[src/core/rmof_pkg.sv]
// Package of constants and types for the raw mosaic output formatter
package rmof_pkg;
  localparam int OUT_W = 16;
  localparam int ADDR_W = 4;
  // Register byte addresses
  localparam logic [ADDR_W-1:0] REG_CTRL = 4'h0;
  localparam logic [ADDR_W-1:0] REG_CAM_MODE = 4'h4;
  localparam logic [ADDR_W-1:0] REG_STATUS = 4'h8;
  localparam logic [ADDR_W-1:0] REG_RECONF = 4'hC;
  // Control and reconfiguration register field positions
  localparam int CTRL_FMT_LSB = 0;
  localparam int CTRL_MSB_ALIGN = 4;
  localparam int CTRL_PROGRESSIVE = 5;
  localparam int CTRL_PRE_XFORM = 6;
  localparam int CTRL_RECONF = 0;
  localparam logic [31:0] CTRL_RST = 32'h0000_0000;
  localparam logic [3:0] CAM_MODE_RAW12 = 4'h1;
  localparam logic [3:0] CAM_MODE_RST = 4'h0;
  localparam logic [31:0] BUS_UNMAPPED = 32'h0000_0000;
  typedef enum logic [1:0] {
    FMT_YUV = 2'h0,
    FMT_TM_RAW10 = 2'h1,
    FMT_TM_RAW12 = 2'h2
  } rmof_fmt_t;
  typedef enum logic [1:0] {
    MODE_OTHER = 2'h0,
    MODE_TM10 = 2'h1,
    MODE_TM12 = 2'h3,
    MODE_RAW12 = 2'h2
  } rmof_mode_t;
  localparam int WIDTH_RAW10 = 10;
  localparam int WIDTH_RAW12 = 12;
endpackage

[src/core/rmof_cfg_if.sv]
// Interface carrying active configuration to the pixel datapath
`timescale 1ns/100ps
interface rmof_cfg_if;
  import rmof_pkg::*;
  rmof_mode_t mode;
  logic msb_align;
  modport src (output mode, output msb_align);
  modport dst (input mode, input msb_align);
endinterface

[src/core/rmof_datapath.sv]
// Pixel datapath: packs samples onto the 16-bit output bus
`timescale 1ns/100ps
module rmof_datapath (
  input wire logic mclk,
  input wire logic rst,
  rmof_cfg_if.dst cfg,
  input wire logic in_fv,
  input wire logic in_lv,
  input wire logic in_emb,
  input wire logic [rmof_pkg::OUT_W-1:0] in_data,
  output logic out_fv,
  output logic out_lv,
  output logic [rmof_pkg::OUT_W-1:0] out_data
);
  import rmof_pkg::*;

  // ****************************************
  // Sample packing
  // ****************************************
  function automatic logic [OUT_W-1:0] pack(input logic [OUT_W-1:0] d, input int w,
                                            input logic msb);
    logic [OUT_W-1:0] m;
    m = (OUT_W'(1) << w) - OUT_W'(1);
    if (msb) begin
      pack = (d & m) << (OUT_W - w);
    end else begin
      pack = d & m;
    end
  endfunction

  logic raw_mode;
  logic pass;
  assign raw_mode = (cfg.mode != MODE_OTHER);
  assign pass = in_lv && (!in_emb || raw_mode);

  always_ff @(posedge mclk or posedge rst) begin
    if (rst) begin
      out_fv <= 1'b0;
      out_lv <= 1'b0;
    end else begin
      out_fv <= in_fv;
      out_lv <= pass;
    end
  end

  always_ff @(posedge mclk or posedge rst) begin
    if (rst) begin
      out_data <= '0;
    end else if (!pass) begin
      out_data <= '0;
    end else begin
      case (cfg.mode)
        MODE_TM10: out_data <= pack(in_data, WIDTH_RAW10, cfg.msb_align);
        MODE_TM12: out_data <= pack(in_data, WIDTH_RAW12, cfg.msb_align);
        MODE_RAW12: out_data <= pack(in_data, WIDTH_RAW12, cfg.msb_align);
        default: out_data <= in_data;
      endcase
    end
  end
endmodule

[src/core/rmof_top.sv]
// Top level: Avalon-MM registers and configuration of the raw output formatter
`timescale 1ns/100ps
module rmof_top (
  input wire logic mclk,
  input wire logic rst,
  input wire logic [rmof_pkg::ADDR_W-1:0] avs_address,
  input wire logic avs_read,
  input wire logic avs_write,
  input wire logic [31:0] avs_writedata,
  input wire logic [3:0] avs_byteenable,
  output logic [31:0] avs_readdata,
  output logic avs_waitrequest,
  input wire logic in_fv,
  input wire logic in_lv,
  input wire logic in_emb,
  input wire logic [rmof_pkg::OUT_W-1:0] in_data,
  output logic out_fv,
  output logic out_lv,
  output logic [rmof_pkg::OUT_W-1:0] out_data
);
  import rmof_pkg::*;

  // ****************************************
  // Register bus
  // ****************************************
  logic [31:0] ctrl_reg;
  logic [3:0] cam_mode_reg;
  logic ack_reg;
  logic reconf_req;
  logic wr_ok;
  logic rd_ok;
  rmof_mode_t mode_reg;
  rmof_mode_t mode_next;
  logic msb_reg;

  // Writes commit on the answer edge, where waitrequest stands low
  assign wr_ok = avs_write && ack_reg;
  assign rd_ok = avs_read && !ack_reg;
  assign reconf_req = wr_ok && avs_address == REG_RECONF && avs_byteenable[0]
                      && avs_writedata[CTRL_RECONF];

  // One wait cycle, answer on the second edge
  always_ff @(posedge mclk or posedge rst) begin
    if (rst) begin
      ack_reg <= 1'b0;
    end else begin
      ack_reg <= (avs_read || avs_write) && !ack_reg;
    end
  end

  always_ff @(posedge mclk or posedge rst) begin
    if (rst) begin
      avs_waitrequest <= 1'b1;
    end else begin
      avs_waitrequest <= !((avs_read || avs_write) && !ack_reg);
    end
  end

  always_ff @(posedge mclk or posedge rst) begin
    if (rst) begin
      ctrl_reg <= CTRL_RST;
    end else if (wr_ok && avs_address == REG_CTRL) begin
      for (int i = 0; i < 4; i++) begin
        if (avs_byteenable[i]) begin
          ctrl_reg[i*8 +: 8] <= avs_writedata[i*8 +: 8];
        end
      end
    end
  end

  always_ff @(posedge mclk or posedge rst) begin
    if (rst) begin
      cam_mode_reg <= CAM_MODE_RST;
    end else if (wr_ok && avs_address == REG_CAM_MODE && avs_byteenable[0]) begin
      cam_mode_reg <= avs_writedata[3:0];
    end
  end

  always_ff @(posedge mclk or posedge rst) begin
    if (rst) begin
      avs_readdata <= BUS_UNMAPPED;
    end else if (rd_ok) begin
      case (avs_address)
        REG_CTRL: avs_readdata <= ctrl_reg;
        REG_CAM_MODE: avs_readdata <= {28'h0000000, cam_mode_reg};
        REG_STATUS: avs_readdata <= {29'h00000000, msb_reg, mode_reg};
        default: avs_readdata <= BUS_UNMAPPED;
      endcase
    end
  end

  // ****************************************
  // Mode selection
  // ****************************************
  always_comb begin
    mode_next = mode_reg;
    if (!(ctrl_reg[CTRL_PROGRESSIVE] && ctrl_reg[CTRL_PRE_XFORM])) begin
      mode_next = MODE_OTHER;
    end else if (reconf_req && cam_mode_reg == CAM_MODE_RAW12) begin
      mode_next = MODE_RAW12;
    end else if (reconf_req || mode_reg != MODE_RAW12) begin
      case (ctrl_reg[CTRL_FMT_LSB +: 2])
        FMT_TM_RAW10: mode_next = MODE_TM10;
        FMT_TM_RAW12: mode_next = MODE_TM12;
        default: mode_next = MODE_OTHER;
      endcase
    end
  end

  always_ff @(posedge mclk or posedge rst) begin
    if (rst) begin
      mode_reg <= MODE_OTHER;
    end else begin
      mode_reg <= mode_next;
    end
  end

  always_ff @(posedge mclk or posedge rst) begin
    if (rst) begin
      msb_reg <= 1'b0;
    end else begin
      msb_reg <= ctrl_reg[CTRL_MSB_ALIGN];
    end
  end

  rmof_cfg_if cfg ();
  assign cfg.mode = mode_reg;
  assign cfg.msb_align = msb_reg;

  rmof_datapath u_dp (
    .mclk(mclk),
    .rst(rst),
    .cfg(cfg.dst),
    .in_fv(in_fv),
    .in_lv(in_lv),
    .in_emb(in_emb),
    .in_data(in_data),
    .out_fv(out_fv),
    .out_lv(out_lv),
    .out_data(out_data)
  );
endmodule

[config.mk]
export PLATFORM = sky130hd
export DESIGN_NAME = rmof_top
export DESIGN_NICKNAME = d
export VERILOG_FILES = /design/src/core/rmof_pkg.sv /design/src/core/rmof_cfg_if.sv /design/src/core/rmof_datapath.sv /design/src/core/rmof_top.sv
export SDC_FILE = /design/constraint.sdc
export NUM_CORES = 1
export LEC_CHECK = 0
export BUFFER_PORTS_ARGS = -buffer_cell sky130_fd_sc_hd__buf_2
export CAP_MARGIN = 40
export CORE_MARGIN = 4
export CORE_UTILIZATION = 48
export CTS_BUF_LIST = sky130_fd_sc_hd__clkbuf_8
export CTS_CLUSTER_DIAMETER = 60
export DETAILED_ROUTE_END_ITERATION = 8
export PLACE_DENSITY = 0.79
export SETUP_SLACK_MARGIN = 0.2
export SLEW_MARGIN = 20
export SYNTH_ARGS = -nofsm -noshare
export SYNTH_HDL_FRONTEND = slang
export SYNTH_SLANG_ARGS = --single-unit
[constraint.sdc]
create_clock -name mclk -period 3.2 [get_ports mclk]
set_clock_uncertainty 0.2 [all_clocks]
set_input_delay 0.48 -clock mclk [delete_from_list [all_inputs] [get_ports mclk]]
set_output_delay 0.48 -clock mclk [all_outputs]
set_load 0.02 [all_outputs]
## Word level (Yosys, flattened, before mapping)

Cells that the tools add are included.

| cells by class | value |
|---|---|
| reductions and logical operators | 25 |
| equal/unequal tests | 11 |
| muxes and demuxes | 9 |

Operators by type and width:

| kind | count |
|---|---|
| 32-bit case mux with 3 select lines | 1 |
| 16-bit 2-to-1 mux | 3 |
| 16-bit case mux with 2 select lines | 1 |
| 1-bit logical AND | 12 |
| 4-bit == test (second input constant) | 2 |
| 2-bit AND reduction | 4 |
| 2-bit == test (second input constant) | 3 |
| 2-bit 2-to-1 mux | 3 |
| 2-bit by 1-bit == test with 1-bit output (second input constant) | 2 |
| 4-bit by 1-bit == test with 1-bit output (second input constant) | 1 |
| 4-bit by 3-bit == test with 1-bit output (second input constant) | 1 |
| 4-bit zero test | 1 |
| 2-bit case mux with 2 select lines | 1 |
| 1-bit zero test | 3 |
| 1-bit logical OR | 3 |
| 3-bit by 1-bit inequality test with 1-bit output (second input constant) | 1 |
| 2-bit inequality test (second input constant) | 1 |
| 2-bit nonzero test | 1 |
| 2-bit OR reduction | 1 |

| word-level totals | value |
|---|---|
| flip-flop bits (word level) | 91 |
| logic and storage cells | 58 |
| output and inout port bits | 51 |
| input port bits | 63 |

## Longest topological paths before layout

Gate-level depths: netlist of the first run.

| depth | value |
|---|---|
| depth after elaboration | 8 |
| mapped depth | 6 |
| depth with buffers taken out | 4 |

## By module

From an unflattened synthesis of the first run, not the netlist that was laid out.

| second synthesis, totals | value |
|---|---|
| cells, all modules | 280 |
| area, all modules | 3,766.1 µm² |

Modules (own cells, without submodules):

| module | instances | area an instance (µm²) | cells each |
|---|---|---|---|
| rmof_top | 1 | 2,891.5 | 191 |
| rmof_datapath | 1 | 874.6 | 89 |

## Least setup slack after synthesis of the first run

No wires, ideal clock.

| timing path | value |
|---|---|
| path kind | input-to-reg |
| from | in avs_address[3] (netlist bit) |
| to | reg ctrl_reg[0] |
| slack | 1.146 ns |
| required time | 2.875 ns |
| cell stages on the path | 4 |
| buffers on the path | 1 |
| data arrival time | 1.729 ns |
| cell sequence | buf_2 -> or4_4 -> nor2_4 -> mux2_2 |

| on the way | value |
|---|---|
| longest elaborated chain between the ends | 3 |

RTL lines:

| what | RTL line | source |
|---|---|---|
| start, declared | rmof_top.sv:6 | `input wire logic [rmof_pkg::ADDR_W-1:0] avs_address,` |
| 4-bit zero test | rmof_top.sv:62 | `end else if (wr_ok && avs_address == REG_CTRL) begin` |
| 1-bit logical AND | rmof_top.sv:62 |  |
| 2-bit AND reduction (no source line) | n/a |  |
| end signal, assigned by index | rmof_top.sv:65 | `ctrl_reg[i*8 +: 8] <= avs_writedata[i*8 +: 8];` |
| end, declared | rmof_top.sv:26 | `logic [31:0] ctrl_reg;` |

Every way passes these cells.
A chain may end at the register's enable or synchronous reset.

## Worst setup path after layout of the first run

| timing path | value |
|---|---|
| from | reg ack_reg |
| to | reg avs_readdata[26] |

| on the way | value |
|---|---|
| longest elaborated chain between the ends | 2 |

RTL lines:

| what | RTL line | source |
|---|---|---|
| start, declared | rmof_top.sv:28 | `logic ack_reg;` |
| start signal, assigned | rmof_top.sv:47 | `ack_reg <= (avs_read \|\| avs_write) && !ack_reg;` |
| 1-bit zero test | rmof_top.sv:38 | `assign rd_ok = avs_read && !ack_reg;` |
| 1-bit logical AND | rmof_top.sv:38 |  |
| end signal, assigned | rmof_top.sv:84 | `REG_CTRL: avs_readdata <= ctrl_reg;` |
| end signal, assigned | rmof_top.sv:85 | `REG_CAM_MODE: avs_readdata <= {28'h0000000, cam_mode_reg};` |
| end signal, assigned | rmof_top.sv:86 | `REG_STATUS: avs_readdata <= {29'h00000000, msb_reg, mode_reg};` |
| end, declared | rmof_top.sv:11 | `output logic [31:0] avs_readdata,` |

Every way passes these cells.

==> qor.yml, run 1 <==
finish:
  final_cell_mix: "buf_2, dfrtp_1, mux2_2"
  diodes: 0
  layout-drive-gt1-share_pct: 46.3
  fin_cells: 486
  layout.nets: 446
  final_common_cell: "buf_2"
  area_delta_synth_final_pct: 23.5
  final_core_util_pct: 61.4
critical_path:
  endpoint_kind: "flop"
  startpoint_type: "flop"
  r2r-end: "avs_readdata[26]"
  arrival_ps: 2130
  rrSetupSlack_ps: 1150
  cp.required_ps: 3280
  worst_r2r_path_depth: 3
  crit_fanout: 28
  crit_type: "reg -> reg"
  r2r-start: "ack_reg"
sta:
  hold_slack_ps: 45.2
  final-setup-viol-count: 0
  rsz0062_at_grt: "false"
  max_slew_margin_pct: 56.4
  finalHoldViolations: 0
  fin_tns_setup_ps: 0
  slew_violations: 0
  tightest_slew_ps: 652
  finalCritPeriodShare_pct: 64.1
  post-route-min-period_ps: 2050
  fmax_mhz: 488
route:
  drt-pass1-iter-count: 4
  dr.first_iter.drc_count: 117
  wl_per_cell_um: 15.8
  drc: 0
  wl_um: 7690
  via_count: 2549
  ant_nets: 0
  via_per_inst: 5.24
pwr:
  leakage_nw: 2.40
  power_density_nw_per_um2: 504
  total_power_mw: 2.27
  peakVddDrop_mv: 0.220
flow_run:
  max_cap_viol_count: 0
global_route:
  antenna_found_initial: 0
  grt_max_degree: 92
  first_global_vias: 2458
  grt_pass1_wl_um: 12000
  grt.overflow.total: 0
  grtUsageTotal_pct: 17.2
synth:
  synth_edf_count: 0
  synth_area_leader_cell: "dfrtp_1"
  syn_nets: 334
  netlist_area_um2: 3640
  synth.avg_cell_area_um2: 13.5
  synth.top_cell.area_share_pct: 61.8
  async_flop_share_pct: 100
  ys_top_cells_by_area: "dfrtp_1, mux2_2, a22o_1, and3b_1, o21ai_0"
  synth-seq-area-share_pct: 62.6
  ys.flop_type: "dfrtp_1"
  synth_warnings: 0
  synth.distinct_cells: 38
  yosys_register_bits: 91
  synthCells: 270
floorplanning:
  dieArea_um2: 9050
  dieHeight_um: 95.1
  dieWidth_um: 95.1
  initial_core_util_pct: 49.7
  core_area_um2: 7330
  rows: 31
  num_io_pins: 114
status:
  status: "completed"
hold_path:
  hold_class: "in -> reg"
  worstHoldEndpoint: "u_dp.out_fv"
  hold_start: "in_fv"
  holdPathStages: 1
cts:
  clk_pin_slew_ps: 90
  holdBufCountCts: 0
  ctsResizeCount: 0
  htreeDepth: 3
  clk_latency_ps: 340
  cts-root-buf: "clkbuf_8"
  cts.sinks: 91
  tritoncts: "built"
  post_cts_buffers: 0
  cts_buffer_depth: 2
  cts_buffers: 9
placed_design:
  dp_cells: 470
  dp_hpwl_um: 5600
  portBuffers: 113
  routabilityCongestion: 0.815
[worst max-delay path by stage]
| stage | startpoint | endpoint | slack [ps] | depth (start not counted) |
|---|---|---|---|---|
| after floorplan | avs_address[3] | ctrl_reg[0] | 1150 | 4 |
| after CTS | ack_reg | avs_readdata[26] | 1100 | 3 |
| after detailed placement | avs_address[3] | avs_readdata[26] | 930 | 4 |
| final | ack_reg | avs_readdata[26] | 1150 | 3 |
| after global placement | avs_address[3] | avs_readdata[16] | 950 | 4 |
| after global routing | ack_reg | avs_readdata[30] | 970 | 3 |
[where the power goes]
| group | total [mW] | internal (mW) | switching (mW) |
|---|---|---|---|
| Sequential | 1.28 | 1.23 | 0.0520 |
| Combinational | 0.234 | 0.113 | 0.121 |
| Clock | 0.751 | 0.360 | 0.391 |
[Yosys cell counts, types with 2 or more instances]
cell type   n
a21oi_1     6
a221oi_1    4
a22o_1     28
a22oi_1     3
a32oi_1     2
and2_1      6
and3_1      4
and3b_1     6
buf_2       3
clkbuf_1   11
dfrtp_1    90
inv_1      10
mux2_2     39
mux2i_1     2
nand2_1    12
nand2b_1    2
nand4_1     3
nor2_1      4
nor2_4      2
nor4_1      2
o21ai_0    10
o22ai_1     4
o311a_1     2
[metal layers]
layer,vias to the layer above,global-route usage [%],routed length [um]
met1,1260,23.0,3330
met4,0,6.13,100
met3,7,2.76,309
li1,1218,-,-
met2,64,28.3,3940
met5,-,0,0
[per-stage QoR]
step | area, um^2 | setup slack [ps]
2_1_floorplan | 3650 | 1150
3_3_place_gp | 4310 | 950
3_5_place_dp | 4310 | 926
4_1_cts | 4500 | 1100
5_1_grt | 4500 | 969
6_report | 4500 | 1150
[cells by family after synthesis]
kind of cell	after synthesis	share of synthesized area, %
AO/OA/AOI/OAI	62	13.0
flip-flops	91	62.6
multiplexers	41	12.6
AND/OR/NAND/NOR	51	8.97
adder cells (fa/ha/maj)	1	0.343
buffers and inverters	24	2.58
[critical path, cell delays in order (launching register included)]
cell	delay [ps]
dfrtp_1	430
nand2b_1	450
nor2_4	660
a22o_1	230
[final cells by class]
cell class,count,area (um^2)
timing repair buffer,115,593
fill,608,2830
sequential,91,2280
tap,99,124
multi-input combinational,155,1270
clock inverter,7,68.8
inverter,10,41.3
clock buffer,9,124
No activity file was read; power rests on OpenSTA's default activity.
==> run 2: changes to the inputs <==
--- a/config.mk
+++ b/config.mk
@@ -8,11 +8,11 @@
 export BUFFER_PORTS_ARGS = -buffer_cell sky130_fd_sc_hd__buf_2
 export CAP_MARGIN = 40
 export CORE_MARGIN = 4
-export CORE_UTILIZATION = 48
+export CORE_UTILIZATION = 50
 export CTS_BUF_LIST = sky130_fd_sc_hd__clkbuf_8
 export CTS_CLUSTER_DIAMETER = 60
 export DETAILED_ROUTE_END_ITERATION = 8
-export PLACE_DENSITY = 0.79
+export PLACE_DENSITY = 0.78
 export SETUP_SLACK_MARGIN = 0.2
 export SLEW_MARGIN = 20
 export SYNTH_ARGS = -nofsm -noshare
==> constraint.sdc (replaced) <==
create_clock -name mclk -period 2 [get_ports mclk]
set_clock_uncertainty 0.2 [all_clocks]
set_input_delay 0.3 -clock mclk [delete_from_list [all_inputs] [get_ports mclk]]
set_output_delay 0.3 -clock mclk [all_outputs]
set_load 0.02 [all_outputs]
==> run 2 against run 1 <==
Hold slack lost 35 ps. Via count grew 9.0%. Flip-flop and latch count is the same. Global-route usage grew 3.1 points. Cell area grew 12%. Sequential power grew 60%. Power grew 74%. Critical path type unchanged. Highest routed layer unchanged.
==> qor.yml, run 2 (synthesis gave the netlist of run 1 again) <==
finish:
  fillCellCount: 513  # -16%
  multi_input_area_um2: 1300  # +2.6%
  final_core_util_pct: 72.3  # +11 points
  regArea_um2: 2280  # about the same
  final_cell_mix: "buf_2, dfrtp_1, mux2_2"
  layout-drive-gt1-share_pct: 45.7  # -0.53 points
  stdcell_area_um2: 5020  # +12%
  final_common_cell: "buf_2"
  area_delta_synth_final_pct: 37.8
  layout.nets: 493  # +11%
  diodes: 0  # unchanged
sta:
  finalHoldViolations: 0  # unchanged
  max_slew_margin_pct: 67.0  # +11 points
  slew_violations: 0  # unchanged
  final-setup-viol-count: 0  # unchanged
  fin_ws_ps: 310  # -840 ps
  tightest_slew_ps: 495  # -158 ps
  rsz0062_at_grt: "false"
  finalCritPeriodShare_pct: 84.5  # +20 points
  post-route-min-period_ps: 1690  # -360 ps
  fmax_mhz: 592  # +21%
  fin_tns_setup_ps: 0  # unchanged
  hold_slack_ps: 10.7  # -34.5 ps
floorplanning:
  initial_core_util_pct: 52.5  # +2.8 points
  core_area_um2: 6940  # -5.3%
  dieWidth_um: 93.4  # -1.9%
  num_io_pins: 114  # unchanged
  dieHeight_um: 93.4  # -1.9%
  dieArea_um2: 8710  # -3.7%
  rows: 30  # -3.2%
pwr:
  pwr-share-seq_pct: 51.8  # -4.8 points
  power_density_nw_per_um2: 788  # +56%
  leakage_nw: 2.64  # +9.9%
  clockPowerShare_pct: 36.5  # +3.4 points
  p_sw_share_pct: 23.1  # -1.7 points
  switching_power_mw: 0.915  # +62%
  peakVddDrop_mv: 0.538  # +140%
  comb_power_share_pct: 11.6  # +1.3 points
  p_int_mw: 3.04  # +78%
critical_path:
  cpPeakStageDelay_ps: 430  # -230 ps
  arrival_ps: 1710  # -420 ps
  cp.required_ps: 2020  # -1260 ps
  crit_top_cell: "o311a_1"
  endpoint_kind: "flop"
  startpoint_type: "flop"
  crit_chain: "nand3_2 -> o311a_1 -> o311a_1"
  crit_type: "reg -> reg"
  crit_fanout: 6  # -79%
  crit_path_top_delay_cell: "o311a_1"
cts:
  post_cts_buffers: 0  # unchanged
  tritoncts: "built"
  cts-root-buf: "clkbuf_8"
  cts.sinks: 91  # unchanged
  cts_buffers: 9  # unchanged
  cts_buffer_depth: 2  # unchanged
  clk_latency_ps: 340  # about the same
  clk_pin_slew_ps: 90  # about the same
  htreeDepth: 3  # unchanged
hold_path:
  hold_class: "in -> reg"
route:
  dr.first_iter.drc_count: 99  # -15%
  drt-pass1-iter-count: 4  # unchanged
  wl_um: 8590  # +12%
  via_per_inst: 5.25  # +0.16%
  drc: 0  # unchanged
  wl_per_cell_um: 16.2  # +2.6%
  ant_nets: 0  # unchanged
  via_count: 2779  # +9.0%
placed_design:
  routabilityCongestion: 0.821  # +0.72%
  portBuffers: 113  # unchanged
  place_ws_ps: 52.1  # -874 ps
  dp_hpwl_um: 5960  # +6.4%
  placed_cell_area_um2: 4430  # +2.8%
global_route:
  grt.overflow.total: 0  # unchanged
  antenna_found_initial: 0  # unchanged
  grt_max_degree: 52  # -43%
  grt_pass1_wl_um: 13800  # +16%
  first_global_vias: 2916  # +19%
  grtUsageTotal_pct: 20.3  # +3.1 points
flow_run:
  max_cap_viol_count: 0  # unchanged
status:
  status: "completed"
[run 2: worst max-delay path, delay by kind of cell, from the launching register on]
kind	cells	cell delay, ps
AO/OA/AOI/OAI	2	770
flip-flops	1	420
AND/OR/NAND/NOR	1	180
[run 2: worst paths after layout]
| path | startpoint | endpoint | slack [ps] | depth (start not counted) |
|---|---|---|---|---|
| max reg2reg | ack_reg | cfg.mode[1] | 310 | 3 |
| max | ack_reg | cfg.mode[1] | 310 | 3 |
| min in group asynchronous | rst | ctrl_reg[22] | 390 | 4 |
| min reg2reg | ctrl_reg[4] | cfg.msb_align | 220 | 0 |
| max in group asynchronous | rst | cam_mode_reg[0] | 750 | 4 |
| min | avs_writedata[20] | ctrl_reg[20] | 10 | 2 |
[run 2: per-layer routing]
metal  track usage, %  vias to the layer above  wire (um)
met3             2.74                        8        367
met5                0                        -          0
met1             26.3                     1375       3640
li1                 -                     1317          -
met2             34.4                       79       4470
met4             8.30                        0        101
[run 2: area by class of cell]
| type | instances | share of cell area [%] |
|---|---|---|
| Tap cell | 96 | 2.39 |
| Timing Repair Buffer | 162 | 20.7 |
| Clock inverter | 6 | 2.27 |
| Inverter | 10 | 0.823 |
| Sequential cell | 91 | 45.4 |
| Clock buffer | 9 | 2.47 |
| Multi-Input combinational cell | 155 | 25.9 |
[run 2: power by group through the flow]
stage | sequential [mW] | combinational [mW] | clock, mW
global route | 2.07 | 0.506 | 1.56
CTS | 2.05 | 0.458 | 1.48
global placement | 2.08 | 0.392 | 0
finish | 2.05 | 0.460 | 1.44
floorplan | 2.10 | 0.212 | 0
detailed placement | 2.09 | 0.409 | 0
[run 2: what timing repair did]
item                                    4_1_cts  5_1_grt
hold endpoints to repair                    120        1
hold buffers                                 31        1
resized for setup                             2        5
endpoints found under the setup margin        2        7
gates cloned                                  0        0
pin swaps                                     0        2
[run 2: per-stage QoR]
step	power (mW)	instances
CTS	3.99	528
global route	4.13	529
detailed placement	2.49	482
global placement	2.47	482
floorplan	2.31	270
finish	3.95	529
